**config.mk**
```make
export PLATFORM = sky130hd
export DESIGN_NAME = mctp_timer
export DESIGN_NICKNAME = d
export VERILOG_FILES = /design/src/include/mctp_pkg.sv /design/src/verilog/mctp_clk_stage.sv /design/src/verilog/mctp_buf_pwm.sv /design/src/verilog/mctp_timer.sv
export VERILOG_INCLUDE_DIRS = /design/src /design/src/include
export SDC_FILE = /design/constraint.sdc
export NUM_CORES = 2
export LEC_CHECK = 0
export ABC_AREA = 1
export BUFFER_PORTS_ARGS = -buffer_cell sky130_fd_sc_hd__buf_2
export CAP_MARGIN = 10
export CORE_AREA = 2 2 382 384
export CTS_BUF_LIST = sky130_fd_sc_hd__clkbuf_8
export CTS_CLUSTER_DIAMETER = 120
export CTS_CLUSTER_SIZE = 28
export DETAILED_ROUTE_END_ITERATION = 7
export DIE_AREA = 0 0 384 386
export PLACE_DENSITY = 0.44
export SYNTH_ARGS = -nofsm -noshare
export SYNTH_HDL_FRONTEND = slang
export SYNTH_SLANG_ARGS = --single-unit
```
**constraint.sdc**
```tcl
create_clock -name core_clk -period 23 [get_ports core_clk]
set_input_delay 5.75 -clock core_clk [delete_from_list [all_inputs] [get_ports core_clk]]
set_output_delay 5.75 -clock core_clk [all_outputs]
set_load 0.01 [all_outputs]
```
**src/include/mctp_regs.svh**
```systemverilog
// field widths, bit positions and reset values of the timer block
`ifndef MCTP_REGS_SVH
`define MCTP_REGS_SVH
`define MCTP_W 16
`define MCTP_CH0_W 32
`define MCTP_N_CH 10
`define MCTP_N_DC 8
`define MCTP_N_CH1GR 6
`define MCTP_N_ITV 4
`define MCTP_ITV_LSB 10
`define MCTP_CH0_START 0
`define MCTP_DC_CH 10
`define MCTP_PSC_W 4
`define MCTP_DIV_W 3
`define MCTP_CYC_IDX34 3
`define MCTP_CYC_IDX5 1
`define MCTP_NDUTY34 3
`define MCTP_NDUTY5 1
`define MCTP_ZERO16 16'h0000
`define MCTP_ZERO32 32'h0000_0000
`define MCTP_ZERO_PSC 4'h0
`define MCTP_ZERO_DIV 3'h0
`endif

```
**src/include/mctp_pkg.sv**
```systemverilog
// types shared by the timer block
`include "mctp_regs.svh"
package mctp_pkg;
  typedef enum logic [2:0] {
    MCTP_CK_DIV1 = 3'h0,
    MCTP_CK_DIV2 = 3'h1,
    MCTP_CK_DIV4 = 3'h2,
    MCTP_CK_DIV8 = 3'h3,
    MCTP_CK_EXT = 3'h4
  } mctp_second_stage_clock_select_e;
  typedef enum logic [1:0] {
    MCTP_EDGE_RISE = 2'h0,
    MCTP_EDGE_FALL = 2'h1,
    MCTP_EDGE_BOTH = 2'h2
  } mctp_edge_e;
  typedef struct packed {
    logic wr;
    logic [`MCTP_W-1:0] data;
  } mctp_wr_s;
endpackage

```
**src/verilog/mctp_clk_stage.sv**
```systemverilog
// second-stage counter clock select for one channel
`timescale 1ns/1ps
`default_nettype none
`include "mctp_regs.svh"
module mctp_clk_stage (
  input wire logic core_clk,
  input wire logic sys_rst,
  input wire logic firstTick,
  input wire logic extLevel,
  input wire mctp_pkg::mctp_second_stage_clock_select_e clkSel,
  input wire mctp_pkg::mctp_edge_e edgeSel,
  output logic chanTick
);
  logic [`MCTP_DIV_W-1:0] div_q;
  logic extPrev_q;
  logic extRise;
  logic extFall;
  logic extTick;

  assign extRise = extLevel & ~extPrev_q;
  assign extFall = ~extLevel & extPrev_q;
  // edge type only matters on the external source
  assign extTick = (edgeSel == mctp_pkg::MCTP_EDGE_RISE) ? extRise :
                   (edgeSel == mctp_pkg::MCTP_EDGE_FALL) ? extFall :
                   (edgeSel == mctp_pkg::MCTP_EDGE_BOTH) ? extRise | extFall :
                   1'b0;
  assign chanTick =
    (clkSel == mctp_pkg::MCTP_CK_DIV1) ? firstTick :
    (clkSel == mctp_pkg::MCTP_CK_DIV2) ? firstTick & div_q[0] :
    (clkSel == mctp_pkg::MCTP_CK_DIV4) ? firstTick & (&div_q[1:0]) :
    (clkSel == mctp_pkg::MCTP_CK_DIV8) ? firstTick & (&div_q) :
    (clkSel == mctp_pkg::MCTP_CK_EXT) ? extTick :
    1'b0;

  always_ff @(posedge core_clk or posedge sys_rst) begin
    if (sys_rst) begin
      div_q <= `MCTP_ZERO_DIV;
      extPrev_q <= 1'b0;
    end else begin
      extPrev_q <= extLevel;
      if (firstTick) begin
        div_q <= div_q + 3'h1;
      end
    end
  end
endmodule
`default_nettype wire

```
**src/verilog/mctp_buf_pwm.sv**
```systemverilog
// buffered-duty pwm channel with its own counter, cleared on the period match
`timescale 1ns/1ps
`default_nettype none
`include "mctp_regs.svh"
module mctp_buf_pwm (
  input wire logic core_clk,
  input wire logic sys_rst,
  input wire logic tick,
  input wire logic run,
  input wire mctp_pkg::mctp_wr_s counterWr,
  input wire mctp_pkg::mctp_wr_s dutyWr,
  input wire logic [`MCTP_W-1:0] periodRegister,
  input wire logic [`MCTP_W-1:0] dutyBufferRegister,
  input wire logic irqEnable,
  input wire logic flagClr,
  output logic pwmOut,
  output logic periodFlag,
  output logic periodIrq
);
  logic [`MCTP_W-1:0] cnt_q;
  logic [`MCTP_W-1:0] cnt_d;
  logic [`MCTP_W-1:0] duty_q;
  logic [`MCTP_W-1:0] duty_d;
  logic pwm_d;
  logic flag_q;
  logic step;
  logic cycMatch;
  logic dutyMatch;

  assign step = run & tick;
  assign cycMatch = step & (cnt_q == periodRegister);
  assign dutyMatch = step & (cnt_q == duty_q);
  // a cpu write beats both the clear and the increment
  assign cnt_d = counterWr.wr ? counterWr.data :
                 cycMatch ? `MCTP_ZERO16 :
                 step ? cnt_q + 16'h0001 : cnt_q;
  // duty write racing the buffer transfer merges both values
  assign duty_d = (cycMatch & dutyWr.wr) ? dutyBufferRegister | dutyWr.data :
                  cycMatch ? dutyBufferRegister :
                  dutyWr.wr ? dutyWr.data : duty_q;
  assign pwm_d = (duty_d == `MCTP_ZERO16) ? 1'b0 :
                 cycMatch ? 1'b1 :
                 dutyMatch ? 1'b0 : pwmOut;
  assign periodFlag = flag_q;
  assign periodIrq = flag_q & irqEnable;

  always_ff @(posedge core_clk or posedge sys_rst) begin
    if (sys_rst) begin
      cnt_q <= `MCTP_ZERO16;
      duty_q <= `MCTP_ZERO16;
      pwmOut <= 1'b0;
      flag_q <= 1'b0;
    end else begin
      cnt_q <= cnt_d;
      duty_q <= duty_d;
      pwmOut <= pwm_d;
      flag_q <= cycMatch | (flag_q & ~flagClr);
    end
  end
endmodule
`default_nettype wire

```
**src/verilog/mctp_timer.sv**
```systemverilog
// multi-channel timer: one-shot, interval and two pwm styles
`timescale 1ns/1ps
`default_nettype none
`include "mctp_regs.svh"
module mctp_timer (
  input wire logic core_clk,
  input wire logic sys_rst,
  input wire logic [`MCTP_PSC_W-1:0] firstStagePrescaler,
  input wire mctp_pkg::mctp_second_stage_clock_select_e secondStageClockSelect [`MCTP_N_CH:1],
  input wire mctp_pkg::mctp_edge_e externalEdgeSelect [`MCTP_N_CH:1],
  input wire logic extClkPin,
  input wire logic startWrStb,
  input wire logic [`MCTP_N_CH-1:0] startWrData,
  output logic [`MCTP_N_CH-1:0] counterStartRegister,
  output logic [`MCTP_CH0_W-1:0] freeRunningCounter0,
  input wire logic [`MCTP_N_DC-1:0][`MCTP_W-1:0] matchCaptureRegister,
  input wire logic [`MCTP_N_DC-1:0] downCounterLinkBits,
  input wire logic downStartWrStb,
  input wire logic [`MCTP_N_DC-1:0] downStartWrData,
  input wire mctp_pkg::mctp_wr_s [`MCTP_N_DC-1:0] pulseDownCounterWr,
  input wire logic [`MCTP_N_DC-1:0] downCounterIrqEnable,
  input wire logic [`MCTP_N_DC-1:0] oneshotFlagClr,
  output logic [`MCTP_N_DC-1:0] oneshotOut,
  output logic [`MCTP_N_DC-1:0] oneshotDoneFlag,
  output logic downCounterIrq,
  input wire logic [`MCTP_N_ITV-1:0] intervalIrqEnables,
  input wire logic [`MCTP_N_ITV-1:0] intervalConverterTriggers,
  output logic [`MCTP_N_ITV-1:0] intervalIrq,
  output logic converterTrigger,
  input wire logic [2:0] pwmModeSelects,
  input wire logic [2:0][3:0][`MCTP_W-1:0] pwmGeneralRegister,
  input wire mctp_pkg::mctp_wr_s [6:0] counterWr,
  input wire logic [2:0] cycleFlagClr35,
  output logic [2:0] cycleFlag35,
  output logic [2:0][2:0] pwmOut35,
  output logic [2:0] channelDOutputPin,
  input wire logic [3:0][`MCTP_W-1:0] periodRegister,
  input wire logic [3:0][`MCTP_W-1:0] dutyBufferRegister,
  input wire mctp_pkg::mctp_wr_s [3:0] dutyWr,
  input wire logic [3:0] pwmPeriodIrqEnable,
  input wire logic [3:0] periodFlagClr,
  output logic [3:0] periodFlag,
  output logic [3:0] pwmOut69,
  output logic pwmPeriodIrq
);
  // first-stage prescaler
  logic [`MCTP_PSC_W-1:0] psc_q;
  logic firstTick;
  logic extSync1_q;
  logic extSync2_q;
  logic [`MCTP_N_CH:1] chanTick;
  logic [`MCTP_N_CH-1:0] start_q;
  logic [`MCTP_N_CH-1:0] start_d;

  assign firstTick = (psc_q == firstStagePrescaler);

  always_ff @(posedge core_clk or posedge sys_rst) begin
    if (sys_rst) begin
      psc_q <= `MCTP_ZERO_PSC;
      extSync1_q <= 1'b0;
      extSync2_q <= 1'b0;
    end else begin
      psc_q <= firstTick ? `MCTP_ZERO_PSC : psc_q + 4'h1;
      extSync1_q <= extClkPin;
      extSync2_q <= extSync1_q;
    end
  end

  genvar gc;
  generate
    for (gc = 1; gc <= `MCTP_N_CH; gc = gc + 1) begin : g_clk
      mctp_clk_stage u_stage (
        .core_clk(core_clk),
        .sys_rst(sys_rst),
        .firstTick(firstTick),
        .extLevel(extSync2_q),
        .clkSel(secondStageClockSelect[gc]),
        .edgeSel(externalEdgeSelect[gc]),
        .chanTick(chanTick[gc])
      );
    end
  endgenerate

  // counter start register
  assign start_d = startWrStb ? startWrData : start_q;
  assign counterStartRegister = start_q;

  always_ff @(posedge core_clk or posedge sys_rst) begin
    if (sys_rst) begin
      start_q <= {`MCTP_N_CH{1'b0}};
    end else begin
      start_q <= start_d;
    end
  end

  // channel 0 counter and interval sources
  logic [`MCTP_CH0_W-1:0] cnt0_q;
  logic [`MCTP_N_ITV-1:0] itvPrev_q;
  logic [`MCTP_N_ITV-1:0] itvBits;
  logic [`MCTP_N_ITV-1:0] itvRise;
  logic run0;

  assign run0 = start_q[`MCTP_CH0_START] & firstTick;
  assign itvBits = cnt0_q[`MCTP_ITV_LSB +: `MCTP_N_ITV];
  assign itvRise = itvBits & ~itvPrev_q;
  assign freeRunningCounter0 = cnt0_q;

  always_ff @(posedge core_clk or posedge sys_rst) begin
    if (sys_rst) begin
      cnt0_q <= `MCTP_ZERO32;
      itvPrev_q <= 4'h0;
      intervalIrq <= 4'h0;
      converterTrigger <= 1'b0;
    end else begin
      if (run0) begin
        cnt0_q <= cnt0_q + 32'h0000_0001;
      end
      itvPrev_q <= itvBits;
      intervalIrq <= itvRise & intervalIrqEnables;
      converterTrigger <= |(itvRise & intervalConverterTriggers);
    end
  end

  // channels 1 and 2: offset counters that launch the down-counters
  logic [`MCTP_W-1:0] cnt1_q;
  logic [`MCTP_W-1:0] cnt2_q;
  logic step1;
  logic step2;
  logic [`MCTP_N_DC-1:0] linkMatch;

  assign step1 = start_q[1] & chanTick[1];
  assign step2 = start_q[2] & chanTick[2];

  always_ff @(posedge core_clk or posedge sys_rst) begin
    if (sys_rst) begin
      cnt1_q <= `MCTP_ZERO16;
      cnt2_q <= `MCTP_ZERO16;
    end else begin
      if (step1) begin
        cnt1_q <= cnt1_q + 16'h0001;
      end
      if (step2) begin
        cnt2_q <= cnt2_q + 16'h0001;
      end
    end
  end

  // down-counters A to H and their one-shot outputs
  logic dcStep;

  assign dcStep = chanTick[`MCTP_DC_CH];
  assign downCounterIrq = |(oneshotDoneFlag & downCounterIrqEnable);

  genvar gd;
  generate
    for (gd = 0; gd < `MCTP_N_DC; gd = gd + 1) begin : g_dc
      logic [`MCTP_W-1:0] dc_q;
      logic [`MCTP_W-1:0] dc_d;
      logic run_q;
      logic run_d;
      logic offMatch;
      logic underflow;
      logic startSet;

      if (gd < `MCTP_N_CH1GR) begin : g_c1
        // offset delay is the channel 1 register value
        assign offMatch = step1 & (cnt1_q == matchCaptureRegister[gd]);
      end else begin : g_c2
        assign offMatch = step2 & (cnt2_q == matchCaptureRegister[gd]);
      end
      assign linkMatch[gd] = offMatch & downCounterLinkBits[gd];
      assign startSet = (downStartWrStb & downStartWrData[gd]) |
                        linkMatch[gd];
      assign underflow = run_q & dcStep & (dc_q == `MCTP_ZERO16);
      // underflow holds zero against a racing cpu write
      assign dc_d = underflow ? `MCTP_ZERO16 :
                    pulseDownCounterWr[gd].wr ? pulseDownCounterWr[gd].data :
                    (run_q & dcStep) ? dc_q - 16'h0001 : dc_q;
      // the underflow clear beats a racing start
      assign run_d = underflow ? 1'b0 : startSet ? 1'b1 : run_q;

      always_ff @(posedge core_clk or posedge sys_rst) begin
        if (sys_rst) begin
          dc_q <= `MCTP_ZERO16;
          run_q <= 1'b0;
          oneshotOut[gd] <= 1'b0;
          oneshotDoneFlag[gd] <= 1'b0;
        end else begin
          dc_q <= dc_d;
          run_q <= run_d;
          oneshotOut[gd] <= run_d & (dc_d != `MCTP_ZERO16);
          oneshotDoneFlag[gd] <= underflow |
            (oneshotDoneFlag[gd] & ~oneshotFlagClr[gd]);
        end
      end
    end
  endgenerate

  // channels 3 to 5: general-register pwm
  genvar gp;
  genvar gq;
  generate
    for (gp = 0; gp < 3; gp = gp + 1) begin : g_pwm35
      localparam int CycIdx = (gp == 2) ? `MCTP_CYC_IDX5 : `MCTP_CYC_IDX34;
      localparam int NDuty = (gp == 2) ? `MCTP_NDUTY5 : `MCTP_NDUTY34;
      logic [`MCTP_W-1:0] cnt_q;
      logic [`MCTP_W-1:0] cnt_d;
      logic step;
      logic cycMatch;
      logic pwm;
      logic dPin_q;

      assign pwm = pwmModeSelects[gp];
      assign step = start_q[gp+3] & chanTick[gp+3];
      assign cycMatch = step &
        (cnt_q == pwmGeneralRegister[gp][CycIdx]);
      // write wins over clear-on-match and over increment
      assign cnt_d = counterWr[gp].wr ? counterWr[gp].data :
                     (cycMatch & pwm) ? `MCTP_ZERO16 :
                     step ? cnt_q + 16'h0001 : cnt_q;
      assign channelDOutputPin[gp] = pwm ? 1'b0 : dPin_q;

      always_ff @(posedge core_clk or posedge sys_rst) begin
        if (sys_rst) begin
          cnt_q <= `MCTP_ZERO16;
          dPin_q <= 1'b0;
          cycleFlag35[gp] <= 1'b0;
        end else begin
          cnt_q <= cnt_d;
          // outside pwm mode the pin toggles on its own match
          if (cycMatch & ~pwm) begin
            dPin_q <= ~dPin_q;
          end
          cycleFlag35[gp] <= cycMatch |
            (cycleFlag35[gp] & ~cycleFlagClr35[gp]);
        end
      end

      for (gq = 0; gq < 3; gq = gq + 1) begin : g_duty
        if (gq < NDuty) begin : g_on
          logic dutyMatch;

          assign dutyMatch = step &
            (cnt_q == pwmGeneralRegister[gp][gq]);

          always_ff @(posedge core_clk or posedge sys_rst) begin
            if (sys_rst) begin
              pwmOut35[gp][gq] <= 1'b0;
            end else if (!pwm) begin
              pwmOut35[gp][gq] <= 1'b0;
            end else if (cycMatch) begin
              pwmOut35[gp][gq] <= 1'b1;
            end else if (dutyMatch) begin
              pwmOut35[gp][gq] <= 1'b0;
            end
          end
        end else begin : g_off
          assign pwmOut35[gp][gq] = 1'b0;
        end
      end
    end
  endgenerate

  // channels 6 to 9: buffered-duty pwm
  genvar gb;
  generate
    for (gb = 0; gb < 4; gb = gb + 1) begin : g_pwm69
      mctp_buf_pwm u_chan (
        .core_clk(core_clk),
        .sys_rst(sys_rst),
        .tick(chanTick[gb+6]),
        .run(start_q[gb+6]),
        .counterWr(counterWr[gb+3]),
        .dutyWr(dutyWr[gb]),
        .periodRegister(periodRegister[gb]),
        .dutyBufferRegister(dutyBufferRegister[gb]),
        .irqEnable(pwmPeriodIrqEnable[gb]),
        .flagClr(periodFlagClr[gb]),
        .pwmOut(pwmOut69[gb]),
        .periodFlag(periodFlag[gb]),
        .periodIrq()
      );
    end
  endgenerate

  assign pwmPeriodIrq = |(periodFlag & pwmPeriodIrqEnable);
endmodule
`default_nettype wire

```
# After elaboration in Yosys (flattened, before gate mapping)
# Index checks and enable logic that the tools add are counted.
[totals] reg_bits=469 output_inout_bits=88 elab_cells=662
[classes] n_addsub=29 eq_ne=94 n_mux=190 n_bitwise=190 n_reduce_logical=74
[ops] operator="$mux 16" n=57
[ops] operator="$eq 16x16->1" n=26
[ops] operator="$logic_not 16->1" n=12
[ops] operator="$add 16x1->16 const B" n=9
[ops] operator="$and 1x1->1" n=133
[ops] operator="$mux 1" n=132
[ops] operator="$reduce_bool 16->1" n=8
[ops] operator="$sub 16x1->16 const B" n=8
[ops] operator="$or 16x16->16" n=4
[ops] operator="$eq 3x2->1 const B" n=20
[ops] operator="$reduce_bool 3->1" n=11
[ops] operator="$add 32x1->32 const B" n=1
[ops] operator="$add 3x1->3 const B" n=10
[ops] operator="$eq 3x1->1 const B" n=10
[ops] operator="$eq 3x3->1 const B" n=10
[ops] operator="$logic_not 3->1" n=10
[ops] operator="$reduce_and 3->1" n=10
[ops] operator="$or 1x1->1" n=24
[ops] operator="$not 1->1" n=23
[ops] operator="$ne 3x1->1 const B" n=7
[ops] operator="$eq 2x1->1 const B" n=10
[ops] operator="$eq 2x2->1 const B" n=10
[ops] operator="$logic_not 2->1" n=10
[ops] operator="$reduce_and 2->1" n=10
[ops] operator="8 further kinds" n=12

# Longest topological paths before layout
[logic_depth] depth_word=18 ltp_mapped=19

# Hierarchy
# A second synthesis with hierarchy kept.
[unflattened] cells_unflattened=5736 hier_area_um2=37175.7
[by_module_without_submodules] module="mctp_timer" n_inst=1 cells_per_inst=3322 area_each_um2=22341.4 seq_area_each_um2=7557.2
[by_module_without_submodules] module="mctp_buf_pwm" n_inst=4 cells_per_inst=511 area_each_um2=3026.7 seq_area_each_um2=850.8
[by_module_without_submodules] module="mctp_clk_stage" n_inst=10 cells_per_inst=37 area_each_um2=272.8 seq_area_each_um2=100.1

# Least setup slack after synthesis
# Ideal clock, no wire load.
[synth_path] kind="input to output" start="input port downCounterIrqEnable[7]" end="output port downCounterIrq" arrival_ns=6.273 t_required_ns=17.250 slack_ns=10.977 path_stages=3 path_cell_list="a22o_1 a221oi_1 nand2_1"
[synth_between] elab_chain_len=2
[synth_lines] element="from (decl)" line="mctp_timer.sv:21" source="input wire logic [`MCTP_N_DC-1:0] downCounterIrqEnable,"
[synth_lines] element="$and 8x8->8" line="mctp_timer.sv:152" source="assign downCounterIrq = |(oneshotDoneFlag & downCounterIrqEnable);"
[synth_lines] element="$reduce_or 8->1" line="mctp_timer.sv:152"
[synth_lines] element="to (decl)" line="mctp_timer.sv:25" source="output logic downCounterIrq,"
# No other way between the ends.

# Final worst setup path
[layout_path] start="input port downCounterIrqEnable[5]" end="output port downCounterIrq"
# The elaborated chain is that of the path after synthesis.

==> impl_metrics.ini <==
[global_route]
grt_pass1_wl_um = 231000
grt_max_degree = 111
met1_usage = 0.253
overflow = 0
top_usage_layer = met2
antenna_found_initial = 68
use_met2 = 0.358
grt_util_met3 = 0.0347
grt_pass1_vias = 37900
groute.usage.overall = 0.201

[synthesis]
muxShareOfSynthArea = 0
synthTopCellsByCount = nand2_1, nor2_1, inv_1, dfrtp_1, nand3_1
syn_area_mm2 = 0.0372
avgSynthCellArea_um2 = 6.41
synthCells = 5804
ys_ff_latch = 469
synth-main-ff-cell = dfrtp_1
synth_top_area_cell = dfrtp_1
synthTopCellsByArea = dfrtp_1, nand2_1, nor2_1
ys_types = 61
post-synth-top-count-cell = nand2_1
synth-edff-count = 0
synth_top_family_by_area = simple AND/OR/NAND/NOR gates
synth-xor-area-share = 0.102
synth_compound_area_frac = 0.0629
yosysWarnings = 0
yosys.area_share.simple = 0.397
synth_adder_area_share = 0.0165
synth_async_sr_flop_share = 1.00
synth_top_area_share = 0.316
yosysSeqAreaShare = 0.316

[cts]
clkTransAtPathRegs_ns = 0.18
cts_hold_buf = 0
cts.path.max_buffers = 3
numCtsBuffers = 31
post_cts_buffers = 0
clk_latency_ns = 0.84
numClockSinks = 469
cts_tree = yes
cts.repair.resized = 0
cts_root_buffer = clkbuf_8
cts_htree_levels = 1

[finish]
final_area_mm2 = 0.0442
drive_above_1_share = 0.169
nets = 7496
syn_to_final_growth_pct = 18.9

[drt]
vias_per_cell = 4.57
drtPass1Iterations = 5
drcViolationCount = 0
wl_um = 155000
vias = 38900
ant_nets = 0
drt-initial-drc-count = 2419
drt-wirelength-per-cell_um = 18.2

[die]
start_util = 0.257
die_x_um = 384
io_pins = 982
core_area_mm2 = 0.145
die_area_mm2 = 0.148
rows = 140
chipHeight_um = 386

[timing]
post-route-period-util = 0.547
setup_viol = 0
slew_viol_final = 0
rsz0062_at_grt = no
fin_worst_skew_ns = 0.0876
fmax_ghz = 0.0794
tightest_slew_ns = 1.02
period_needed_ns = 12.59
fin_tns_setup_ns = 0
slew_headroom = 0.300
hold_violations = 0

[pwr]
p_sw_mw = 1.04
p_per_area_mw_per_mm2 = 55.4
leakage_nw = 23.3
ir_drop_mv = 0.0452
power.internal_mw = 1.41
pwr-share-seq = 0.443
swShare = 0.423
clockPowerShare = 0.227
p_comb_frac = 0.330

[setup_path]
arrival_ns = 6.84
r2r-end = oneshotOut[6]
worst-setup-path-type = input port to output pin
r2r_start = extSync2_q
r2r_slack_ns = 18.88
startpoint_type = input port
reg2reg_depth = 16
cp-end-kind = output pin
worstPathRequired_ns = 17.25
crit_path_max_fanout = 1

[worst_hold_path]
hp-class = flip-flop to flip-flop
hold_start = extSync1_q
min_path_cells = 0
min_to = extSync2_q

[run_status]
outcome = completed

[placement]
place_area_mm2 = 0.0433
hpwl_um = 123000
place_congestion = 0.885
io_buffer_count = 947

[run]
max_cap_viol_count = 0
-- sequential cells by signal, summed over array words and instances (netlist names), 3 cells and up --
register,count
cnt1_q,16
cnt2_q,16
counterStartRegister,10
cycleFlag35,3
freeRunningCounter0,32
g_clk.u_stage.div_q,30
g_dc.dc_q,128
g_dc.run_q,8
g_pwm35.cnt_q,48
g_pwm35.dPin_q,3
g_pwm69.u_chan.cnt_q,64
g_pwm69.u_chan.duty_q,64
g_pwm69.u_chan.periodFlag,4
g_pwm69.u_chan.pwmOut,4
intervalIrq,4
itvPrev_q,4
oneshotDoneFlag,8
oneshotOut,8
psc_q,4
pwmOut35,7
-- per-layer routing --
layer,routed length (um),vias to the layer above
met4,3830,36
met2,75500,1035
met5,224,-
met3,9220,222
li1,-,19600
met1,66000,18000
-- power groups by stage --
stage               Combinational, mW  Sequential, mW  Clock [mW]
floorplan                       0.612            1.02           0
global placement                0.807            1.10           0
detailed placement              0.817            1.10           0
CTS                             0.821            1.09       0.588
global route                    0.933            1.10       0.607
finish                          0.809            1.09       0.556
-- logic make-up (layout without fill, tap and decap cells) --
family,after synthesis,count (layout)
buffers and inverters,980,1753
adders and majority gates,49,49
other,1,26
xor gates and xnor gates,435,435
DFF,469,469
and+or+nand+nor,3484,3484
AOI/OAI and AO/OA,386,386
-- cell usage in the layout (no fill, tap or decap), drive strengths merged, types with 49 or more instances in the layout --
master,synthesis,final
nand2,1895,1895
buf,122,967
nor2,936,936
inv,721,736
dfrtp,469,469
nand3,240,240
xor2,222,222
nand4,216,216
xnor2,213,213
o21ai,173,173
a21oi,77,77
nor3,69,69
nand3b,63,63
ha,49,49
-- critical path: stages --
cell	delay [ns]
buf_2	0.10
nand2_1	0.05
nand2_1	0.18
a221oi_1	0.31
buf_4	0.23
nand2_1	0.06
buf_2	0.14
-- cell type report --
type                       count  area [um^2]
fill                       16300       100000
multi-input combinational   4356        21500
sequential                   469        11700
timing repair buffer         967         4900
inverter                     728         2740
tap                         1917         2400
clock buffer                  31          427
clock inverter                27          400
antenna                       24         60.1
-- worst max path at each step --
stage                                 start             end  slack [ns]  depth (start not counted)
CTS                 downCounterIrqEnable[5]  downCounterIrq       10.39                          7
floorplan                           sys_rst       cnt1_q[0]        4.17                          1
detailed placement  downCounterIrqEnable[5]  downCounterIrq       10.40                          7
global route        downCounterIrqEnable[1]  downCounterIrq       10.33                          7
global placement    downCounterIrqEnable[1]  downCounterIrq       10.44                          7
finish              downCounterIrqEnable[5]  downCounterIrq       10.41                          7
-- stage by stage --
| stage | hold WS (ns) | cells | power, mW | util | worst slack (ns) |
|---|---|---|---|---|---|
| after detailed placement | 0.343 | 8437 | 1.92 | 0.300 | 10.40 |
| final | 0.383 | 8519 | 2.45 | 0.306 | 10.41 |
| after global placement | 0.336 | 8437 | 1.91 | 0.300 | 10.44 |
| after floorplan | 0.331 | 5805 | 1.63 | - | 4.17 |
| after CTS | 0.390 | 8495 | 2.49 | 0.305 | 10.39 |
| after global routing | 0.404 | 8508 | 2.64 | 0.306 | 10.33 |
(Power assumes the default switching activity.)
